`config.mk`:
```
export PLATFORM = sky130hd
export DESIGN_NAME = reset_state_initializer
export DESIGN_NICKNAME = d
export VERILOG_FILES = /design/src/reset_state_initializer.v
export VERILOG_INCLUDE_DIRS = /design/src
export SDC_FILE = /design/constraint.sdc
export NUM_CORES = 1
export LEC_CHECK = 0
export BUFFER_PORTS_ARGS = -buffer_cell sky130_fd_sc_hd__buf_2
export CAP_MARGIN = 20
export CORE_ASPECT_RATIO = 1.2
export CORE_MARGIN = 2
export CORE_UTILIZATION = 25
export DETAILED_ROUTE_END_ITERATION = 10
export PLACE_DENSITY = 0.47
export SYNTH_ARGS = -nofsm -noshare
export SYNTH_HDL_FRONTEND = slang
export SYNTH_SLANG_ARGS = --single-unit
export TNS_END_PERCENT = 20
```
`constraint.sdc`:
```
create_clock -name clk -period 4.19 [get_ports clk]
set_clock_uncertainty 0.15 [all_clocks]
set_input_delay 0.2095 -clock clk [delete_from_list [all_inputs] [get_ports clk]]
set_output_delay 0.2095 -clock clk [all_outputs]
set_load 0.05 [all_outputs]
```
`src/reset_init_map.vh`:
```
// Constants for the reset state initializer: offsets, field positions, reset values and codes.
`ifndef RESET_INIT_MAP_VH
`define RESET_INIT_MAP_VH
`define ADDR_RESET_CAUSE 8'h8e
`define ADDR_STATUS_COPY 8'h83
`define ADDR_CAUSE_CODE 8'hf0
`define PC_RESET_VALUE 13'h0000
`define PC_IRQ_VECTOR 13'h0004
`define STATUS_POR_TOP 5'h03
`define STATUS_MASTER_CLEAR_RESET_SLEEP_TOP 5'h02
`define STATUS_TO_BIT 4
`define STATUS_PD_BIT 3
`define CAUSE_POR_VALUE 2'h0
`define CAUSE_BOR_VALUE 2'h2
`define CAUSE_BITS_MASK 8'h03
`define CODE_NONE 3'h0
`define CODE_POR 3'h1
`define CODE_BOR 3'h2
`define CODE_MASTER_CLEAR_RESET_RUN 3'h3
`define CODE_MASTER_CLEAR_RESET_SLEEP 3'h4
`define CODE_WDT_RESET 3'h5
`define CODE_WDT_WAKE 3'h6
`define CODE_IRQ_WAKE 3'h7
`endif

```
`src/reset_state_initializer.v`:
```
// Reset and wake-up condition logic: program counter, status and reset-cause initial values.
//
// The address-and-strobe port was left to the implementer.
`timescale 1ns/10ps
`include "reset_init_map.vh"
module reset_state_initializer #(
   parameter PC_WIDTH = 13,
   parameter ADDR_WIDTH = 8
) (
   input wire clk,                          // Core clock, 100 MHz.
   input wire sys_rst,                      // Synchronous reset, active high.
   input wire por_req,                      // Power-on reset request pin.
   input wire bor_req,                      // Brown-out reset request pin.
   input wire master_clear_reset,           // External master-clear request pin.
   input wire watchdog_timer,               // Watchdog time-out pin.
   input wire irq_wake_req,                 // Enabled interrupt wake-up request.
   input wire sleeping,                     // Core is in sleep, same domain.
   input wire [PC_WIDTH-1:0] pc_current,    // Current program counter.
   input wire [7:0] status_current,         // Current status register value.
   input wire [7:0] irq_control_reg,        // Current interrupt control register.
   input wire [7:0] peripheral_irq_flags,   // Current peripheral flag register.
   input wire [7:0] irq_control_wake,       // Interrupt control flags causing wake-up.
   input wire [7:0] peripheral_wake,        // Peripheral flags causing wake-up.
   input wire [ADDR_WIDTH-1:0] reg_addr,    // Register address.
   input wire [7:0] reg_wdata,              // Register write data.
   input wire reg_wr,                       // Register write strobe.
   input wire reg_rd,                       // Register read strobe.
   output reg [7:0] reg_rdata,              // Read data, valid the cycle after reg_rd.
   output reg [2:0] cause_code,             // Encoded cause, held until the next cause is taken.
   output reg cause_valid,                  // Pulse marking cause_code.
   output reg pc_load,                      // Pulse: load pc_value into the core.
   output reg [PC_WIDTH-1:0] pc_value,      // Program counter to load.
   output reg status_load,                  // Pulse: load status_value.
   output reg [7:0] status_value,           // Status register to load.
   output reg irq_load,                     // Pulse: load irq flag registers.
   output reg [7:0] irq_control_value,      // New interrupt control register.
   output reg [7:0] peripheral_irq_value,   // New peripheral flag register.
   output reg vector_pending,               // Vector to 0004h after the PC+1 instruction.
   output reg [PC_WIDTH-1:0] vector_value,  // Interrupt vector address.
   output reg [7:0] reset_cause_flags       // Reset-cause register.
);

   // Sequencer states: one cause is taken in idle, then two quiet cycles follow.
   localparam ST_IDLE = 3'b001;
   localparam ST_HOLD = 3'b010;
   localparam ST_WAIT = 3'b100;

   // Bit positions of the reset sources inside the synchroniser chain.
   localparam SRC_POR = 0;
   localparam SRC_BOR = 1;
   localparam SRC_MASTER_CLEAR_RESET = 2;
   localparam SRC_WDT = 3;

   reg [3:0] sync_a;
   reg [3:0] sync_b;
   reg [3:0] prev_b;
   reg [2:0] state;
   reg [2:0] next_state;
   reg [2:0] next_code;
   reg [7:0] next_status;
   reg [7:0] next_read;
   reg take;
   reg wake_taken;
   reg irq_wake_taken;
   reg reset_taken;
   wire [3:0] rise;

   // Rising edges of the synchronised sources. The chain idles low after reset,
   // so no false edge is seen when reset is released with the pins low.
   assign rise = sync_b & ~prev_b;

   // Rank simultaneous causes: power-on, brown-out, master-clear, watchdog.
   function [2:0] rank_cause;
      input [3:0] edges;
      input in_sleep;
      input wake;
      begin
         if (edges[SRC_POR])
            rank_cause = `CODE_POR;
         else if (edges[SRC_BOR])
            rank_cause = `CODE_BOR;
         else if (edges[SRC_MASTER_CLEAR_RESET])
            rank_cause = in_sleep ? `CODE_MASTER_CLEAR_RESET_SLEEP : `CODE_MASTER_CLEAR_RESET_RUN;
         else if (edges[SRC_WDT])
            rank_cause = in_sleep ? `CODE_WDT_WAKE : `CODE_WDT_RESET;
         else if (wake && in_sleep)
            rank_cause = `CODE_IRQ_WAKE;
         else
            rank_cause = `CODE_NONE;
      end
   endfunction

   // The two wake-up codes continue at PC+1 instead of restarting at 000h.
   function is_wake;
      input [2:0] code;
      begin
         is_wake = (code == `CODE_WDT_WAKE) || (code == `CODE_IRQ_WAKE);
      end
   endfunction

   // Status value for a cause; bits left unchanged come from the current status.
   function [7:0] status_for;
      input [2:0] code;
      input [7:0] cur;
      begin
         case (code)
            `CODE_POR: status_for = {`STATUS_POR_TOP, cur[2:0]};
            `CODE_BOR: status_for = {`STATUS_POR_TOP, cur[2:0]};
            `CODE_MASTER_CLEAR_RESET_RUN: status_for = {3'h0, cur[4:0]};
            `CODE_MASTER_CLEAR_RESET_SLEEP: status_for = {`STATUS_MASTER_CLEAR_RESET_SLEEP_TOP, cur[2:0]};
            `CODE_WDT_RESET: status_for = {4'h0, cur[3:0]};
            `CODE_WDT_WAKE: status_for = {cur[7:5], 2'b00, cur[2:0]};
            `CODE_IRQ_WAKE: status_for = {cur[7:5], 2'b10, cur[2:0]};
            default: status_for = cur;
         endcase
      end
   endfunction

   // First stage of the two-flop synchroniser for the asynchronous source pins.
   always @(posedge clk) begin
      if (sys_rst)
         sync_a <= 4'h0;
      else
         sync_a <= {watchdog_timer, master_clear_reset, bor_req, por_req};
   end

   // Second stage, and the delayed copy that the edge detector compares against.
   always @(posedge clk) begin
      if (sys_rst) begin
         sync_b <= 4'h0;
         prev_b <= 4'h0;
      end else begin
         sync_b <= sync_a;
         prev_b <= sync_b;
      end
   end

   // Cause selection. Pin edges that arrive while the sequencer is busy are lost;
   // the interrupt wake request is a level and is simply taken again later.
   always @* begin
      next_code = rank_cause(rise, sleeping, irq_wake_req);
      next_status = status_for(next_code, status_current);
      take = (state == ST_IDLE) && (next_code != `CODE_NONE);
      wake_taken = take && is_wake(next_code);
      irq_wake_taken = take && (next_code == `CODE_IRQ_WAKE);
      reset_taken = take && !is_wake(next_code);
   end

   // Register read decode; every address without a register reads as zero.
   always @* begin
      case (reg_addr)
         `ADDR_RESET_CAUSE: next_read = reset_cause_flags & `CAUSE_BITS_MASK;
         `ADDR_STATUS_COPY: next_read = status_value;
         `ADDR_CAUSE_CODE: next_read = {5'h00, cause_code};
         default: next_read = 8'h00;
      endcase
   end

   // Sequencer next state.
   always @* begin
      case (state)
         ST_IDLE: begin
            if (take)
               next_state = ST_HOLD;
            else
               next_state = ST_IDLE;
         end
         ST_HOLD: next_state = ST_WAIT;
         ST_WAIT: next_state = ST_IDLE;
         default: next_state = ST_IDLE;
      endcase
   end

   always @(posedge clk) begin
      if (sys_rst)
         state <= ST_IDLE;
      else
         state <= next_state;
   end

   // One-cycle strobes towards the core; they drop again on the next clock.
   always @(posedge clk) begin
      if (sys_rst) begin
         cause_valid <= 1'b0;
         pc_load <= 1'b0;
         status_load <= 1'b0;
         irq_load <= 1'b0;
      end else begin
         cause_valid <= take;
         pc_load <= take;
         status_load <= take;
         irq_load <= reset_taken || irq_wake_taken;
      end
   end

   // The encoded cause stays until the next one is taken.
   always @(posedge clk) begin
      if (sys_rst)
         cause_code <= `CODE_NONE;
      else if (take)
         cause_code <= next_code;
   end

   // Program counter to load: restart for resets, next instruction for wake-ups.
   always @(posedge clk) begin
      if (sys_rst)
         pc_value <= `PC_RESET_VALUE;
      else if (wake_taken)
         pc_value <= pc_current + 1'b1;
      else if (reset_taken)
         pc_value <= `PC_RESET_VALUE;
   end

   always @(posedge clk) begin
      if (sys_rst)
         status_value <= 8'h00;
      else if (take)
         status_value <= next_status;
   end

   // Interrupt flag registers: an interrupt wake-up adds its causing flags, a reset only
   // drops the global enable so nothing is serviced before software allows it.
   always @(posedge clk) begin
      if (sys_rst) begin
         irq_control_value <= 8'h00;
         peripheral_irq_value <= 8'h00;
      end else if (irq_wake_taken) begin
         irq_control_value <= irq_control_reg | irq_control_wake;
         peripheral_irq_value <= peripheral_irq_flags | peripheral_wake;
      end else if (reset_taken) begin
         irq_control_value <= {1'b0, irq_control_reg[6:0]};
         peripheral_irq_value <= peripheral_irq_flags;
      end
   end

   // The vector request stands while the core sleeps, so the core can run the
   // PC+1 instruction first and branch afterwards.
   always @(posedge clk) begin
      if (sys_rst)
         vector_pending <= 1'b0;
      else if (irq_wake_taken)
         vector_pending <= irq_control_reg[7];
      else if (reset_taken)
         vector_pending <= 1'b0;
      else if (state == ST_WAIT && !sleeping)
         vector_pending <= 1'b0;
   end

   always @(posedge clk) begin
      if (sys_rst)
         vector_value <= `PC_IRQ_VECTOR;
      else
         vector_value <= `PC_IRQ_VECTOR;
   end

   // Reset-cause flags. A power-on or brown-out cause outranks a software write in the same
   // cycle; power-on clears bit 1 and leaves bit 0 as it was.
   always @(posedge clk) begin
      if (sys_rst)
         reset_cause_flags <= 8'h00;
      else if (take && next_code == `CODE_POR)
         reset_cause_flags <= {6'h00, 1'b0, reset_cause_flags[0]};
      else if (take && next_code == `CODE_BOR)
         reset_cause_flags <= {6'h00, `CAUSE_BOR_VALUE};
      else if (reg_wr && reg_addr == `ADDR_RESET_CAUSE)
         reset_cause_flags <= reg_wdata & `CAUSE_BITS_MASK;
   end

   // Read data stands only in the cycle after the read strobe.
   always @(posedge clk) begin
      if (sys_rst)
         reg_rdata <= 8'h00;
      else if (reg_rd)
         reg_rdata <= next_read;
      else
         reg_rdata <= 8'h00;
   end

endmodule // reset_state_initializer

```
**Word-level counts from Yosys, hierarchy flattened**

Cells that the tools add are included.

- Bits in registers: 68
- Bits in latches: 0
- Memory bits (writable): 0
- Memory bits (read-only): 0
- Input port bits: 79
- Output and inout bits: 74
- Word-level logic and storage cells: 79
- Memories kept: 0

- $add $sub $neg: 1
- $mul: 0
- Divide/modulo/power cells: 0
- $lt $le $gt $ge: 0
- Equality and inequality tests: 13
- Shift operators: 0
- Multiplexer cells: 22
- Bitwise gates (word level): 6
- Reductions and logical operators: 22

Operators with widths:

| kind | number |
|---|---|
| 8-bit one-hot mux with 6 select lines | 1 |
| 8-bit two-way mux | 4 |
| 13-bit two-way mux | 2 |
| 8-bit == test, second input constant | 3 |
| 8-bit one-hot mux with 3 select lines | 1 |
| 3-bit two-way mux | 6 |
| 8-bit OR | 2 |
| 3-bit == test, second input constant | 5 |
| 13-bit by 1-bit adder with 13-bit output, second input constant | 1 |
| 3-bit by 2-bit == test with 1-bit output, second input constant | 3 |
| 1-bit logical AND | 9 |
| 2-bit two-way mux | 4 |
| 3-bit by 1-bit == test with 1-bit output, second input constant | 2 |
| 3-bit one-hot mux with 2 select lines | 1 |
| 2-bit nonzero test | 3 |
| 3-bit nonzero test | 2 |
| 2-bit OR reduction | 3 |
| 4-bit AND | 1 |
| 4-bit inverter | 1 |
| 1-bit two-way mux | 3 |
| 1-bit logical NOT | 2 |
| 1-bit logical OR | 2 |
| 1-bit inverter | 2 |
| 2-bit AND reduction | 1 |

**Depth between registers and ports, before layout**

- Depth after elaboration: 12
- Gate-level depth with buffers: 7
- Gate-level depth less buffers: 6

**Least setup slack after synthesis**

No wires, ideal clock.

- Path kind: register to register
- Start: register, netlist name status_load
- End: register irq_control_value[7]
- Setup time: 0.124 ns
- Arrival time: 1.706 ns
- Required time: 3.916 ns
- Setup slack: 2.210 ns
- Stages on the path, launching flop included: 7
- Path buffers: 1
- Clock period less this slack: 1.980 ns
- Path through: dfxtp_1 > or3b_4 > nor2_1 > nand3_2 > buf_2 > o31ai_1 > a21oi_1

RTL lines:

| element | line | RTL |
|---|---|---|
| to (signal assigned) | reset_state_initializer.v:228 | `irq_control_value <= irq_control_reg \| irq_control_wake;` |
| to (signal assigned) | reset_state_initializer.v:231 | `irq_control_value <= {1'b0, irq_control_reg[6:0]};` |
| to (decl) | reset_state_initializer.v:36 | `output reg [7:0] irq_control_value,` |

**Worst setup path in the final report**

- Start: register sync_b[2]
- End: register pc_value[2]

- Longest elaborated chain between the ends: 9
- Elaborated cells between the ends (all ways): 14
- Those cells by class: 2 x eq/ne; 4 x mux; 1 x bitwise; 7 x reduce/logical

Ends and longest elaborated chain:

| element | line | RTL |
|---|---|---|
| from (decl) | reset_state_initializer.v:55 | `reg [3:0] sync_b;` |
| from (signal assigned) | reset_state_initializer.v:133 | `sync_b <= sync_a;` |
| 4-bit AND * | reset_state_initializer.v:70 | `assign rise = sync_b & ~prev_b;` |
| 3-bit two-way mux * | reset_state_initializer.v:82 | `else if (edges[SRC_MASTER_CLEAR_RESET])` |
| 3-bit two-way mux * | reset_state_initializer.v:80 | `else if (edges[SRC_BOR])` |
| 3-bit two-way mux * | reset_state_initializer.v:78 | `if (edges[SRC_POR])` |
| 3-bit == test | - |  |
| 1-bit logical OR | reset_state_initializer.v:97 | `` is_wake = (code == `CODE_WDT_WAKE) \|\| (code == `CODE_IRQ_WAKE); `` |
| 1-bit logical NOT | reset_state_initializer.v:146 | `reset_taken = take && !is_wake(next_code);` |
| 1-bit logical AND | reset_state_initializer.v:146 |  |
| 2-bit nonzero test (no line) | - |  |
| to (signal assigned) | reset_state_initializer.v:207 | `` pc_value <= `PC_RESET_VALUE; `` |
| to (signal assigned) | reset_state_initializer.v:209 | `pc_value <= pc_current + 1'b1;` |
| to (signal assigned) | reset_state_initializer.v:211 | `` pc_value <= `PC_RESET_VALUE; `` |
| to (decl) | reset_state_initializer.v:32 | `output reg [PC_WIDTH-1:0] pc_value,` |

Every way passes the cells marked *; elsewhere a longest branch is shown, timed or not.
A chain may end at the register's enable or synchronous reset.

==> flow_summary.json <==
{
  "status": "finished, final reports clean",
  "syn2layout_area_growth_pct": 39.7,
  "clkLatencyLatePin_ns": 0.33,
  "syn_avg_cell_area_um2": 9.19,
  "placementRows": 44,
  "cts_setup_buffers": 0,
  "dieHeight_um": 126,
  "hp-class": "in -> reg",
  "clkPwrFrac": 0.374,
  "drt_pass1_iterations": 4,
  "numCtsBuffers": 9,
  "crit_path_start_kind": "flop",
  "maxSlewViolCount": 0,
  "dpl_worst_slack_ns": 1.94,
  "fillCellCount": 1293,
  "post-route-period-util": 0.537,
  "period_minus_slack_ns": 2.25,
  "cp_data_required_time_ns": 4.25,
  "path_clk_slew_ns": 0.05,
  "ys_ff_latch": 67,
  "rr_endpoint": "pc_value[2]$_SDFFE_PP0P_",
  "sw_frac_of_total": 0.334,
  "cts_resized": 0,
  "power_mw": 1.98,
  "netlist_area_um2": 3110,
  "grt_overflow": 0,
  "track_usage": 0.128,
  "grt_max_degree": 37,
  "post-route-drc-count": 0,
  "pin_count": 153,
  "synth_most_common_cell": "dfxtp_1",
  "gp_congestion": 0.734,
  "critPathMaxFanout": 24,
  "ctsHoldBuffers": 26,
  "utilization": 0.358,
  "vias": 2829,
  "worstMarginPinSlew_ns": 0.925,
  "pwr-share-seq": 0.366,
  "yosys_warnings": 0,
  "clock_path_buffers": 2,
  "htreeDepth": 3,
  "synth_top_cell_by_area": "dfxtp_1",
  "die-area_um2": 13300,
  "synth_edf_count": 0,
  "hold_end": "irq_control_value[7]$_SDFFE_PP0P_",
  "rsz0062_at_grt": "false",
  "fin_worst_hold_slack_ns": 0.0262,
  "die_w_um": 106,
  "power.density_nw_per_um2": 455,
  "finalHoldViolations": 0,
  "vdd_drop_max_mv": 0.187,
  "port_buffers": 127,
  "async_reset_ff_frac": 0,
  "cts_tree": "done",
  "cts-root-buf": "clkbuf_16",
  "routed_wl_um": 8400,
  "crit_arrival_ns": 2.30,
  "maxCapViolations": 0,
  "first_iter_violations": 82,
  "clock_sinks": 67,
  "cp-end-kind": "flop",
  "hp-start": "irq_control_wake[7]",
  "antenna_left": 0,
  "synth_common_cells": "dfxtp_1, buf_4, a22oi_1, nor2_1, nand2b_1",
  "fp.coreArea_um2": 12100,
  "fin_ws_ns": 1.94,
  "synth_top_cell_area_share": 0.432,
  "drive_gt1_frac": 0.352,
  "antenna_found_initial": 0,
  "grt_pass1_vias": 2773,
  "grt_pass1_wl_um": 13400,
  "pwr-share-comb": 0.260,
  "ys_types": 50,
  "finalSetupTns_ns": 0,
  "whs_path_depth": 3,
  "num_antenna_cells": 0,
  "max_clock_freq_mhz": 445,
  "synth_area_leaders": "dfxtp_1, buf_4, a22oi_1",
  "synth-main-ff-cell": "dfxtp_1",
  "power.leakage_nw": 2.05,
  "p_int_mw": 1.32,
  "synth_seq_area_share": 0.432,
  "fin_nets": 566,
  "switching_power_mw": 0.660,
  "syn-instance-count": 338,
  "slew_headroom": 0.382,
  "initial_core_util": 0.257,
  "path_class": "reg -> reg",
  "dp.final_hpwl_um": 5810,
  "avgViaCountPerCell": 4.34,
  "r2r_start": "sync_b[2]$_SDFF_PP0_",
  "r2r_slack_ns": 1.94,
  "setup_viol": 0,
  "reg2reg_depth": 5,
  "wl_per_cell_um": 12.9
}
critical path: stages, from the launching register on:
cell and delay, ns:
dfxtp_1 0.31, nor2b_1 0.72, nor3_2 0.16, a31o_2 0.46
a22oi_1 0.27, nor2_1 0.05
cell usage in the layout, fill, tap and decap left out, types with 2 or more instances in the layout:
cell           netlist  routed
and2b_1              2       2
nor4_1               3       3
clkbuf_16            0       9
a32o_1               2       2
clkbuf_1             7       4
nand2_1             14      14
and2_1               6       6
nor4b_1              2       2
xnor2_1              3       3
a21oi_1             10      10
mux2i_1              3       3
xor2_1               8       8
nor2b_1             14      14
inv_1               18      18
buf_4               24       2
nor2_2              11      11
nand3_1              7       7
buf_2                3     127
o31ai_1              2       2
nor3_1               4       4
dfxtp_1             67      67
nor2_1              23      23
and4b_1              2       2
a22oi_2             10      10
a311oi_1             2       2
o21ai_1             19      19
o21ai_0              3       3
conb_1               2      19
nand4_1              2       2
a22oi_1             23      23
nand2b_1            22      22
dlygate4sd3_1        0      26
power by group through the flow:
stage	combinational, mW	sequential, mW	clock [mW]
after floorplan	0.225	0.900	0
after global placement	0.495	0.737	0
after detailed placement	0.496	0.738	0
after CTS	0.516	0.725	0.768
after global routing	0.550	0.731	0.798
final	0.513	0.724	0.739
metal layers:
layer | vias to the layer above | GRT usage | wire length (um)
met5 | - | 0 | 0
met4 | 0 | 0.0596 | 149
met3 | 12 | 0.0404 | 637
met2 | 103 | 0.209 | 3850
met1 | 1294 | 0.153 | 3770
li1 | 1420 | - | -
area by class of cell:
cell class / instances / area (um2) / share of cell area
Clock buffer: 14 / 254 / 0.0585
Timing Repair Buffer: 155 / 911 / 0.210
Sequential cell: 67 / 1340 / 0.309
Multi-Input combinational cell: 234 / 1530 / 0.351
Tap cell: 161 / 201 / 0.0464
Inverter: 19 / 71.3 / 0.0164
Clock inverter: 2 / 35.0 / 0.00807
cells by family after synthesis:
kind of cell / Yosys count / synth area share
other cells: 2 / 0.00242
buf+inv: 54 / 0.0979
simple gates: 122 / 0.231
compound gates: 77 / 0.189
flops: 67 / 0.432
xor+xnor: 11 / 0.0310
fa+ha+maj: 1 / 0.00403
mux: 4 / 0.0133
flip-flops by register name (all words and copies together), names as in the netlist:
| signal | count |
|---|---|
| sync_a | 4 |
| reset_cause_flags | 2 |
| sync_b | 4 |
| pc_value | 13 |
| peripheral_irq_value | 8 |
| irq_load | 1 |
| prev_b | 4 |
| vector_pending | 1 |
| status_load | 1 |
| reg_rdata | 8 |
| cause_code | 3 |
| state | 2 |
| irq_control_value | 8 |
| status_value | 8 |
through the flow:
step | instances | cell area [um2]
after CTS | 652 | 4340
final | 652 | 4340
after global placement | 610 | 3790
after floorplan | 355 | 3170
after detailed placement | 610 | 3790
after global routing | 652 | 4340
how the worst max path moves through the flow:
stage                                 startpoint  slack (ns)                                 to  depth (start not counted)
after floorplan           status_load$_SDFF_PP0_        2.21  irq_control_value[7]$_SDFFE_PP0P_                          6
after global placement      sync_b[2]$_SDFF_PP0_        1.97          pc_value[11]$_SDFFE_PP0P_                          5
after detailed placement    sync_b[2]$_SDFF_PP0_        1.94           pc_value[9]$_SDFFE_PP0P_                          5
after CTS                   sync_b[2]$_SDFF_PP0_        1.92           pc_value[2]$_SDFFE_PP0P_                          5
after global routing        sync_b[2]$_SDFF_PP0_        1.72       status_value[5]$_SDFFE_PP0P_                          5
final                       sync_b[2]$_SDFF_PP0_        1.94           pc_value[2]$_SDFFE_PP0P_                          5
Note: power is estimated with default switching activity, not from simulation.
